File: src/firx_regs.vh
// firx_regs.vh: constants for the fir filter engine
// assumes inclusion by the engine and its fifo only
`ifndef FIRX_REGS_VH
`define FIRX_REGS_VH
`define FIRX_NUM_TAPS      16
`define FIRX_DATA_W        16
`define FIRX_COEF_W        16
`define FIRX_MAC_CYCLES    4
`define FIRX_MAX_RATE      1024
`define FIRX_MAX_RATE_MC   512
`define FIRX_MAX_SETS      256
`define FIRX_CFG_W         8
`define FIRX_CFG_SET_LSB   0
`define FIRX_CFG_SET_W     8
`define FIRX_FIFO_DEPTH    32
`define FIRX_CLR_MIN_CYC   2
`define FIRX_MODE_SINGLE   2'h0
`define FIRX_MODE_DECIM    2'h1
`define FIRX_MODE_INTERP   2'h2
`endif

File: src/firx_fifo.v
// firx_fifo.v: holds no logic of its own
// assumes the buffer module firx_fifo is built with the engine in firx_engine.v

File: src/firx_engine.v
// firx_engine.v: time-shared mac fir filter with rate change and config stream
// assumes stream partners keep valid/ready rules; one clock, sync inputs
//
// Overview of operation
// - each output is sum of coefficient n times input n samples back
// - accumulator wide enough that sums of products never overflow
// - one time-shared mac serves all taps, fewest multipliers for throughput
// - mac cycles per sample fixed: one cycle per tap, NTAPS of them in a sample period of NTAPS+3 cycles outside interpolation
// - one to 256 coefficient sets, each up to the tap count
// - coefficient and data widths configurable, two to 49 bits
// - one to sixteen parallel paths sharing one control
// - systolic form supports 1 to 256 channels plus 512 and 1024
// - transpose form: one channel, no symmetry, no fractional or super rate
// - rate factor up to 1024 single channel, 512 with multiple channels
// - fractional and advanced-sequence rate filters skip coefficient symmetry
// - above clock rate: no fractional, hilbert or half-band optimisation
// - state updates on rising edge only while clock enable high or clear asserted
// - active-low clear is synchronous, beats enable, held two cycles
// - config ready high when a config word can be taken
// - words move only when valid and ready both high
// - enable low freezes all state and outputs while clear is not asserted
// - input ready always present; output ready is a build option
// - event pulses for missing or unexpected config last
`timescale 1ns/10ps
`include "firx_regs.vh"
module firx_engine #(
	parameter NTAPS     = `FIRX_NUM_TAPS,
	parameter DW        = `FIRX_DATA_W,
	parameter CW        = `FIRX_COEF_W,
	parameter NPATH     = 1,
	parameter NSETS     = 4,
	parameter MODE      = `FIRX_MODE_SINGLE,
	parameter RATE      = 2,
	parameter USE_OREADY = 1,
	parameter CFG_WORDS = 1
) (
	input  wire                   clk,
	input  wire                   sys_rst,
	input  wire                   clk_en,
	input  wire                   clr_n,
	input  wire                   cfg_valid,
	output reg                    cfg_ready,
	input  wire [`FIRX_CFG_W-1:0] cfg_data,
	input  wire                   cfg_last,
	input  wire                   coef_we,
	input  wire [7:0]             coef_set,
	input  wire [7:0]             coef_idx,
	input  wire [CW-1:0]          coef_val,
	input  wire                   in_valid,
	output reg                    in_ready,
	input  wire [NPATH*DW-1:0]    in_data,
	output reg                    out_valid,
	input  wire                   out_ready,
	output reg  [NPATH*(DW+CW+$clog2(NTAPS))-1:0] out_data,
	output reg                    ev_cfg_last_missing,
	output reg                    ev_cfg_last_unexpected
);
	// ------------------------------------------------------------
	// sizing
	// ------------------------------------------------------------
	function integer clog2;
		input integer v;
		integer k;
		begin
			k = 0;
			while ((1 << k) < v)
				k = k + 1;
			clog2 = (k < 1) ? 1 : k;
		end
	endfunction

	// port width repeats this sum: localparams are not visible in the port list
	localparam AW_O = DW + CW + $clog2(NTAPS);
	localparam TW   = clog2(NTAPS);
	localparam SW   = (NSETS > 1) ? clog2(NSETS) : 1;
	localparam ST_IDLE = 2'h0;
	localparam ST_MAC  = 2'h1;
	localparam ST_PUSH = 2'h2;

	function [AW_O-1:0] sext_prod;
		input [DW-1:0] x;
		input [CW-1:0] c;
		reg signed [DW+CW-1:0] p;
		begin
			p = $signed(x) * $signed(c);
			sext_prod = {{(AW_O-DW-CW){p[DW+CW-1]}}, p};
		end
	endfunction

	// ------------------------------------------------------------
	// storage
	// ------------------------------------------------------------
	reg  [CW-1:0]       coef   [0:NSETS*NTAPS-1];
	reg  [NPATH*DW-1:0] dline  [0:NTAPS-1];
	reg  [AW_O-1:0]     acc    [0:NPATH-1];
	reg  [1:0]          state;
	reg  [TW-1:0]       tap;
	reg  [10:0]         phase;
	reg  [10:0]         rep;
	reg  [SW-1:0]       act_set;
	reg  [7:0]          cfg_cnt;
	reg                 clr_q;
	wire                ce;
	wire                clr;
	wire                f_in_ready;
	wire                f_out_valid;
	wire [NPATH*AW_O-1:0] f_out_data;
	wire                sink_ready;
	reg  [NPATH*AW_O-1:0] res;
	reg                 res_valid;
	integer             i;
	integer             p;

	// clear overrides enable; the two-cycle minimum is the master's duty
	assign clr = ~clr_n;
	assign ce  = clk_en | clr;
	// without output ready the sink is taken as always ready
	assign sink_ready = (USE_OREADY != 0) ? out_ready : 1'b1;

	// ------------------------------------------------------------
	// coefficient store (reload side, no clear: coefficients survive reset)
	// ------------------------------------------------------------
	always @(posedge clk) begin
		if (clk_en & coef_we & (coef_idx < NTAPS) & (coef_set < NSETS))
			coef[coef_set*NTAPS + coef_idx] <= coef_val;
	end

	// ------------------------------------------------------------
	// config channel
	// ------------------------------------------------------------
	always @(posedge clk or posedge sys_rst) begin
		if (sys_rst) begin
			cfg_ready              <= 1'b0;
			cfg_cnt                <= 8'h00;
			act_set                <= {SW{1'b0}};
			ev_cfg_last_missing    <= 1'b0;
			ev_cfg_last_unexpected <= 1'b0;
			clr_q                  <= 1'b0;
		end else if (clr) begin
			cfg_ready              <= 1'b0;
			cfg_cnt                <= 8'h00;
			ev_cfg_last_missing    <= 1'b0;
			ev_cfg_last_unexpected <= 1'b0;
			clr_q                  <= 1'b1;
		end else if (ce) begin
			clr_q                  <= 1'b0;
			cfg_ready              <= 1'b1;
			ev_cfg_last_missing    <= 1'b0;
			ev_cfg_last_unexpected <= 1'b0;
			if (cfg_valid & cfg_ready) begin
				act_set <= cfg_data[`FIRX_CFG_SET_LSB +: SW];
				// the packet length is fixed; last is checked against it
				if (cfg_cnt == CFG_WORDS[7:0] - 8'h01) begin
					cfg_cnt             <= 8'h00;
					ev_cfg_last_missing <= ~cfg_last;
				end else begin
					cfg_cnt                <= cfg_cnt + 8'h01;
					ev_cfg_last_unexpected <= cfg_last;
				end
			end
		end
	end

	// ------------------------------------------------------------
	// mac sequencer: one multiplier per path, one tap per cycle
	// ------------------------------------------------------------
	// full rate would need NTAPS macs; this build trades throughput for area
	// single channel, plain tap sum: no symmetry or fractional forms
	always @(posedge clk or posedge sys_rst) begin
		if (sys_rst) begin
			state     <= ST_IDLE;
			tap       <= {TW{1'b0}};
			phase     <= 11'h000;
			rep       <= 11'h000;
			in_ready  <= 1'b0;
			res_valid <= 1'b0;
			res       <= {(NPATH*AW_O){1'b0}};
			for (p = 0; p < NPATH; p = p + 1)
				acc[p] <= {AW_O{1'b0}};
		end else if (clr) begin
			state     <= ST_IDLE;
			tap       <= {TW{1'b0}};
			phase     <= 11'h000;
			rep       <= 11'h000;
			in_ready  <= 1'b0;
			res_valid <= 1'b0;
		end else if (ce) begin
			case (state)
			ST_IDLE: begin
				res_valid <= 1'b0;
				in_ready  <= ~clr_q;
				if (in_valid & in_ready) begin
					in_ready <= 1'b0;
					for (i = NTAPS-1; i > 0; i = i - 1)
						dline[i] <= dline[i-1];
					dline[0] <= in_data;
					tap      <= {TW{1'b0}};
					for (p = 0; p < NPATH; p = p + 1)
						acc[p] <= {AW_O{1'b0}};
					state    <= ST_MAC;
				end
			end
			ST_MAC: begin
				// sum of coef[n] * x[k-n], one tap a cycle
				for (p = 0; p < NPATH; p = p + 1)
					acc[p] <= acc[p] + sext_prod(dline[tap][p*DW +: DW],
						coef[act_set*NTAPS + tap]);
				if (tap == NTAPS[TW-1:0] - 1'b1) begin
					state <= ST_PUSH;
					rep   <= 11'h000;
				end else begin
					tap <= tap + 1'b1;
				end
			end
			ST_PUSH: begin
				for (p = 0; p < NPATH; p = p + 1)
					res[p*AW_O +: AW_O] <= acc[p];
				res_valid <= 1'b0;
				if (MODE == `FIRX_MODE_DECIM) begin
					res_valid <= (phase == RATE[10:0] - 11'h001);
					phase     <= (phase == RATE[10:0] - 11'h001) ? 11'h000
						: phase + 11'h001;
					state     <= ST_IDLE;
				end else if (MODE == `FIRX_MODE_INTERP) begin
					// zero-order hold: push the same result RATE times
					if (f_in_ready & ~res_valid) begin
						res_valid <= 1'b1;
						rep       <= rep + 11'h001;
					end
					if (rep == RATE[10:0] - 11'h001 && f_in_ready && ~res_valid)
						state <= ST_IDLE;
				end else begin
					res_valid <= 1'b1;
					state     <= ST_IDLE;
				end
				// hold if the fifo is full: back-pressure to the source
				if (~f_in_ready) begin
					res_valid <= 1'b0;
					state     <= ST_PUSH;
				end
			end
			default: state <= ST_IDLE;
			endcase
		end
	end

	// ------------------------------------------------------------
	// output buffer and registered output stage
	// ------------------------------------------------------------
	firx_fifo #(
		.WIDTH (NPATH*AW_O),
		.DEPTH (`FIRX_FIFO_DEPTH),
		.AW    (5)
	) u_fifo (
		.clk       (clk),
		.sys_rst   (sys_rst),
		.ce        (ce),
		.clr       (clr),
		.in_valid  (res_valid),
		.in_ready  (f_in_ready),
		.in_data   (res),
		.out_valid (f_out_valid),
		.out_ready (~out_valid | sink_ready),
		.out_data  (f_out_data)
	);

	always @(posedge clk or posedge sys_rst) begin
		if (sys_rst) begin
			out_valid <= 1'b0;
			out_data  <= {(NPATH*AW_O){1'b0}};
		end else if (clr) begin
			out_valid <= 1'b0;
		end else if (ce) begin
			if (~out_valid | sink_ready) begin
				out_valid <= f_out_valid;
				if (f_out_valid)
					out_data <= f_out_data;
			end
		end
	end
endmodule

// ------------------------------------------------------------
// output fifo, valid/ready on both sides
// ------------------------------------------------------------
module firx_fifo #(
	parameter WIDTH = 40,
	parameter DEPTH = 32,
	parameter AW    = 5
) (
	input  wire             clk,
	input  wire             sys_rst,
	input  wire             ce,
	input  wire             clr,
	input  wire             in_valid,
	output wire             in_ready,
	input  wire [WIDTH-1:0] in_data,
	output wire             out_valid,
	input  wire             out_ready,
	output wire [WIDTH-1:0] out_data
);
	reg [WIDTH-1:0] mem [0:DEPTH-1];
	reg [AW-1:0]    wr_ptr;
	reg [AW-1:0]    rd_ptr;
	// one bit wider than the pointers so full and empty differ
	reg [AW:0]      count;
	wire            push;
	wire            pop;

	assign in_ready  = (count != DEPTH[AW:0]);
	assign out_valid = (count != {(AW+1){1'b0}});
	// read is combinational; the engine's output stage registers it
	assign out_data  = mem[rd_ptr];
	assign push      = ce & in_valid & in_ready;
	assign pop       = ce & out_valid & out_ready;

	always @(posedge clk) begin
		if (push)
			mem[wr_ptr] <= in_data;
	end

	always @(posedge clk or posedge sys_rst) begin
		if (sys_rst) begin
			wr_ptr <= {AW{1'b0}};
			rd_ptr <= {AW{1'b0}};
			count  <= {(AW+1){1'b0}};
		end else if (clr) begin
			wr_ptr <= {AW{1'b0}};
			rd_ptr <= {AW{1'b0}};
			count  <= {(AW+1){1'b0}};
		end else if (ce) begin
			if (push)
				wr_ptr <= (wr_ptr == DEPTH[AW-1:0] - 1'b1) ? {AW{1'b0}} : wr_ptr + 1'b1;
			if (pop)
				rd_ptr <= (rd_ptr == DEPTH[AW-1:0] - 1'b1) ? {AW{1'b0}} : rd_ptr + 1'b1;
			if (push & ~pop)
				count <= count + 1'b1;
			else if (pop & ~push)
				count <= count - 1'b1;
		end
	end
endmodule

File: config.mk
export PLATFORM = sky130hd
export DESIGN_NAME = firx_engine
export DESIGN_NICKNAME = d
export VERILOG_FILES = /design/src/firx_fifo.v /design/src/firx_engine.v
export VERILOG_INCLUDE_DIRS = /design/src
export SDC_FILE = /design/constraint.sdc
export NUM_CORES = 2
export LEC_CHECK = 0
export ABC_CLOCK_PERIOD_IN_PS = 34400
export BUFFER_PORTS_ARGS = -buffer_cell sky130_fd_sc_hd__buf_2
export CORE_ASPECT_RATIO = 1.5
export CORE_MARGIN = 2
export CORE_UTILIZATION = 49
export CTS_CLUSTER_SIZE = 25
export DETAILED_ROUTE_END_ITERATION = 16
export GPL_TIMING_DRIVEN = 0
export SLEW_MARGIN = 5
export SYNTH_ARGS = -nofsm -noshare
export SYNTH_HDL_FRONTEND = slang
export SYNTH_SLANG_ARGS = --single-unit
File: constraint.sdc
create_clock -name clk -period 34.4 [get_ports clk]
set_input_delay 5.16 -clock clk [delete_from_list [all_inputs] [get_ports clk]]
set_output_delay 5.16 -clock clk [all_outputs]
set_load 0.05 [all_outputs]
## Word-level counts from Yosys, hierarchy flattened

Memories as Yosys holds them, arrays and structs flattened. A register that Yosys moved wholly into a read port is not among the register bits.
Index checks and enable logic that the tools add are counted.

- Register bits after elaboration: 111
- Word-level logic and storage cells: 149
- Memories: 3
- Bits in writable memories: 2432
- Output and inout bits: 41
- Input port bits: 65

Memories:

| memory | depth | width | read ports | clocked after memory_dff | write ports | line | RTL |
|---|---|---|---|---|---|---|---|
| u_fifo.mem | 32 | 36 | 1 | 1 | 1 | firx_engine.v:302 | `reg [WIDTH-1:0] mem [0:DEPTH-1];` |
| coef | 64 | 16 | 1 | 0 | 1 | firx_engine.v:93 | `reg [CW-1:0] coef [0:NSETS*NTAPS-1];` |
| dline | 16 | 16 | 16 | 0 | 16 | firx_engine.v:94 | `reg [NPATH*DW-1:0] dline [0:NTAPS-1];` |

- Multiplexer cells: 61
- Bitwise logic cells: 19
- $mul: 1
- Magnitude comparators: 2
- Add/sub/neg operators: 9
- Reductions and logical operators: 19
- Eq/ne operators: 19

Operators by type and width:

| kind | count |
|---|---|
| case mux 36 bit (2 select lines) | 1 |
| 2-to-1 mux 5 bit | 8 |
| adder 36 bit | 1 |
| 2-to-1 mux 36 bit | 1 |
| multiplier 16 x 16 -> 32 bit | 1 |
| 2-to-1 mux 8 bit | 4 |
| 2-to-1 mux 1 bit | 31 |
| 2-to-1 mux 6 bit | 4 |
| 2-to-1 mux 4 bit | 4 |
| AND reduction 2 bit | 7 |
| inequality test 2 x 1 -> 1 bit (second input constant) | 6 |
| AND reduction 4 bit | 3 |
| AND 1 bit | 11 |
| adder 5 x 1 -> 5 bit (second input constant) | 2 |
| == test 5 bit (second input constant) | 2 |
| 2-to-1 mux 2 bit | 5 |
| inequality test 3 x 1 -> 1 bit (second input constant) | 3 |
| inequality test 3 bit (second input constant) | 3 |
| AND reduction 3 bit | 3 |
| adder 8 x 1 -> 8 bit (second input constant) | 1 |
| zero test 8 bit | 1 |
| less-than comparator 8 x 3 -> 1 bit (second input constant) | 1 |
| less-than comparator 8 x 5 -> 1 bit (second input constant) | 1 |
| case mux 4 bit (2 select lines) | 1 |
| other kinds (19) | 25 |

## Depth between registers and ports, before layout

- Depth after elaboration: 10
- Depth in mapped cells: 47

## Cells and area by module

A second synthesis with hierarchy kept.

- Cells, all modules: 5984
- Area, all modules: 110887.6 µm²

By module, submodules not included:

| module | instances | seq. area each (µm²) | cells each | area an instance (µm²) |
|---|---|---|---|---|
| firx_engine | 1 | 41715.0 | 4188 | 66102.1 |
| firx_fifo | 1 | 34993.6 | 1796 | 44785.5 |

## Least setup slack after synthesis

OpenSTA, ideal clock, no wires.

- Path type: input to register
- Start: input clr_n
- End: memory dline[0][0] (netlist bit) (enable)
- Stages: 4
- Path slack: 902 ps
- Data required time: 32813 ps
- Arrival time: 31911 ps
- Cell sequence: clkbuf_1 -> nand2_1 -> nor2_1 -> nor4b_1

RTL lines:

| element | line | RTL |
|---|---|---|
| start: declaration | firx_engine.v:40 | `input wire clr_n,` |
| end: declaration | firx_engine.v:94 |  |

## Worst setup path after layout

- Start: register tap[1]
- End: register acc[34] (netlist bit)

- Cells in the longest elaborated chain, start to end: 5
- Elaborated cells on any way between the ends: 6
- Those cells by class: add/sub (2); mul (1); mux (1); memory (2)

RTL lines:

| element | line | RTL |
|---|---|---|
| start: declaration | firx_engine.v:97 | `reg [TW-1:0] tap;` |
| start signal: assignment | firx_engine.v:172 | `tap <= {TW{1'b0}};` |
| start signal: assignment | firx_engine.v:182 | `tap <= {TW{1'b0}};` |
| start signal: assignment | firx_engine.v:197 | `tap <= {TW{1'b0}};` |
| adder 6 x 4 -> 6 bit | firx_engine.v:207 | `coef[act_set*NTAPS + tap]);` |
| memory read (64 x 16 bit) | - |  |
| multiplier 16 x 16 -> 32 bit (*) | firx_engine.v:85 | `p = $signed(x) * $signed(c);` |
| adder 36 bit (*) | firx_engine.v:206 | `acc[p] <= acc[p] + sext_prod(dline[tap][p*DW +: DW],` |
| case mux 36 bit (2 select lines) (*) | firx_engine.v:188 | `case (state)` |
| end signal: indexed assignment | firx_engine.v:179 | `acc[p] <= {AW_O{1'b0}};` |
| end signal: indexed assignment | firx_engine.v:199 | `acc[p] <= {AW_O{1'b0}};` |
| end signal: indexed assignment | firx_engine.v:206 |  |
| end: declaration | firx_engine.v:95 | `reg [AW_O-1:0] acc [0:NPATH-1];` |

Every way passes the cells marked *; elsewhere a longest branch is shown, timed or not.
A chain may end at the register's enable or synchronous reset.

==> impl_metrics.toml <==
[hold_path]
hold_class = "register to register"

[clock_network]
clkLatencyLatePin_ps = 920
cts_buffer_depth = 4
cts_tree = "built"
cts_hold_buf = 0
clock_sinks = 2579
cts-root-buf = "clkbuf_16"
cts-htree-levels = 4
post_cts_buffers = 0
cts_buffers = 238
path_clk_slew_ps = 60
cts_resized = 0

[placed_design]
gp_congestion = 0.880
portBuffers = 98
placed_cells = 9756
hpwl_um = 223000

[synthesis]
synth.most_common_cell = "edfxtp_1"
yosys.area.top_type = "edfxtp_1"
ys_ff_latch = 2579
syn_avg_cell_area_um2 = 17.1
synth-seq-area-share_pct = 69.1
synth_area_leaders = "edfxtp_1 66%, mux4_2 7.0%, fa_1 4.8%, mux2i_1 3.9%, dfrtp_1 3.3%"
yosysTopAreaCellShare_pct = 65.7
synth-async-reset-ratio_pct = 5.70
ys.flop_type = "edfxtp_1"
synth_warnings = 0
yosysUniqueCellTypes = 65
synthTopCellsByCount = "2,432 x edfxtp_1, 438 x mux2i_1, 393 x nand2_1"
syn_nets = 6962
synth_edf_count = 2432
synth_cells = 6501
syn-cell-area_um2 = 111000

[sta]
slew_violations = 0
maxClockFrequency_ghz = 0.0750
finClkSkew_ps = 73.0
setup_violations = 0
rsz0062_at_grt = "no"
slew_headroom_pct = 7.19
finalCriticalPeriod_ps = 13330
finalHoldViolations = 0
min_period_over_period_pct = 38.8
tightest_slew_ps = 1390

[global_routing]
grt_pass1_wl_um = 452000
first_global_vias = 63341
grt.overflow.total = 0
track_usage_pct = 27.5
grt_max_degree = 77
grt_antenna_before_repair = 16

[detailed_routing]
route.detailed.drc = 0
wl_met2_um = 168000
vias = 61328
first_iter_violations = 5559
wl_met1_um = 111000
drt_wl_total_um = 317000
via_per_inst = 6.01
dr.pass1.iters = 6
avgRoutedWirePerCell_um = 31.1
ant_nets = 0
highest_layer = "met5"
met3_length_um = 18900

[die]
dieHeight_um = 587
fp.dieArea_um2 = 231000
fp-row-count = 214
io_pins = 106
start_util_pct = 49.2
die_x_um = 393
core_area_um2 = 226000

[setup_path]
cp_num_buf_inv = 9
crit_path_start_kind = "register"
arrival_ps = 14070
crit_top_cell = "fa_1"
worst_setup_path_end_kind = "register"
worst-setup-path-type = "register to register"
slowest_delay_ps = 1020
path_max_fanout = 10
crit_required_ps = 35140
cp_slowest_cell = "buf_1"
critical_path.top_delay_family = "compound AO/OA/AOI/OAI gates"

[cells_and_area]
area_delta_synth_final_pct = 13.2
fillers = 17742
drive_gt1_share_pct = 18.5
nets = 7433
final_cell_count_no_fill = 10196

[run_status]
status = "finished, final reports clean"

[flow_run]
drv_cap = 0
[worst paths after layout]
kind | start | end | slack [ps] | cells after the start
worst max-delay path | tap[1] | acc[34] | 21070 | 39
max in group asynchronous | sys_rst | out_data[25] | 29170 | 3
min in group asynchronous | sys_rst | acc[5] | 4460 | 2
worst max register to register | tap[1] | acc[34] | 21070 | 39
worst min-delay path | dline[2][8] | dline[3][8] | 440 | 0
worst min register to register | dline[2][8] | dline[3][8] | 440 | 0
[layout make-up]
class / instances / area (µm²) / area share, %
sequential: 2579 / 76700 / 61.0
timing repair buffer: 231 / 2720 / 2.16
buffer: 323 / 1430 / 1.13
clock inverter: 132 / 1250 / 0.992
inverter: 326 / 1230 / 0.979
antenna: 5 / 12.5 / 0.00995
multi-input combinational: 3273 / 32200 / 25.6
tap: 3024 / 3780 / 3.01
clock buffer: 303 / 6370 / 5.06
[cells by family (layout without fill, tap and decap cells)]
logic type               count (synthesis)  count (layout)  synth area share [%]
other                                    0               5                     0
flip-flops                            2579            2579                  69.1
AND/OR/NAND/NOR                        793             793                  3.22
buffers and inverters                  649            1315                  2.38
AO/OA/AOI/OAI                         1041            1041                  5.74
XOR/XNOR                                82              82                 0.646
adder cells (fa/ha/maj)                396             396                  6.24
multiplexers                           961             961                  12.7
[per-stage QoR]
step	setup TNS, ps	util [%]	hold WS, ps	setup slack, ps	cell area, µm²
detailed placement	0	52.2	431	21180	118000
global route	0	55.6	442	20680	126000
global placement	-2359230	51.0	425	-9240	115000
CTS	0	55.6	438	21180	126000
floorplan	0	-	420	902	111000
finish	0	55.6	438	21070	126000
[placed cells by master, fill, tap and decap left out, types with 133 or more instances in the layout]
| cell type | instances |
|---|---|
| a21oi_1 | 343 |
| mux4_2 | 343 |
| o21ai_0 | 252 |
| edfxtp_1 | 2432 |
| mux2_2 | 180 |
| buf_2 | 174 |
| clkbuf_1 | 239 |
| dfrtp_1 | 140 |
| mux2i_1 | 438 |
| fa_1 | 264 |
| and2_1 | 140 |
| nand2_1 | 393 |
| inv_1 | 324 |
| clkbuf_16 | 243 |
| o22ai_1 | 133 |
[registers in the layout, indices dropped and copies added, names as in the netlist]
name	flops
acc	36
coef	1024
cfg_ready	1
u_fifo.mem	1152
res_valid	1
cfg_cnt	8
u_fifo.wr_ptr	5
clr_q	1
res	36
out_data	36
ev_cfg_last_missing	1
in_ready	1
dline	256
u_fifo.rd_ptr	5
ev_cfg_last_unexpected	1
out_valid	1
state	2
tap	4
act_set	2
u_fifo.count	6
[layer usage]
metal | vias up | track usage (%)
li1 | 26126 | -
met1 | 32156 | 31.6
met2 | 2332 | 49.6
met3 | 702 | 4.09
met4 | 12 | 13.8
met5 | - | 0
Power is not shown: default switching activity piles up to over one toggle a cycle in this logic, so the estimate is an artifact.
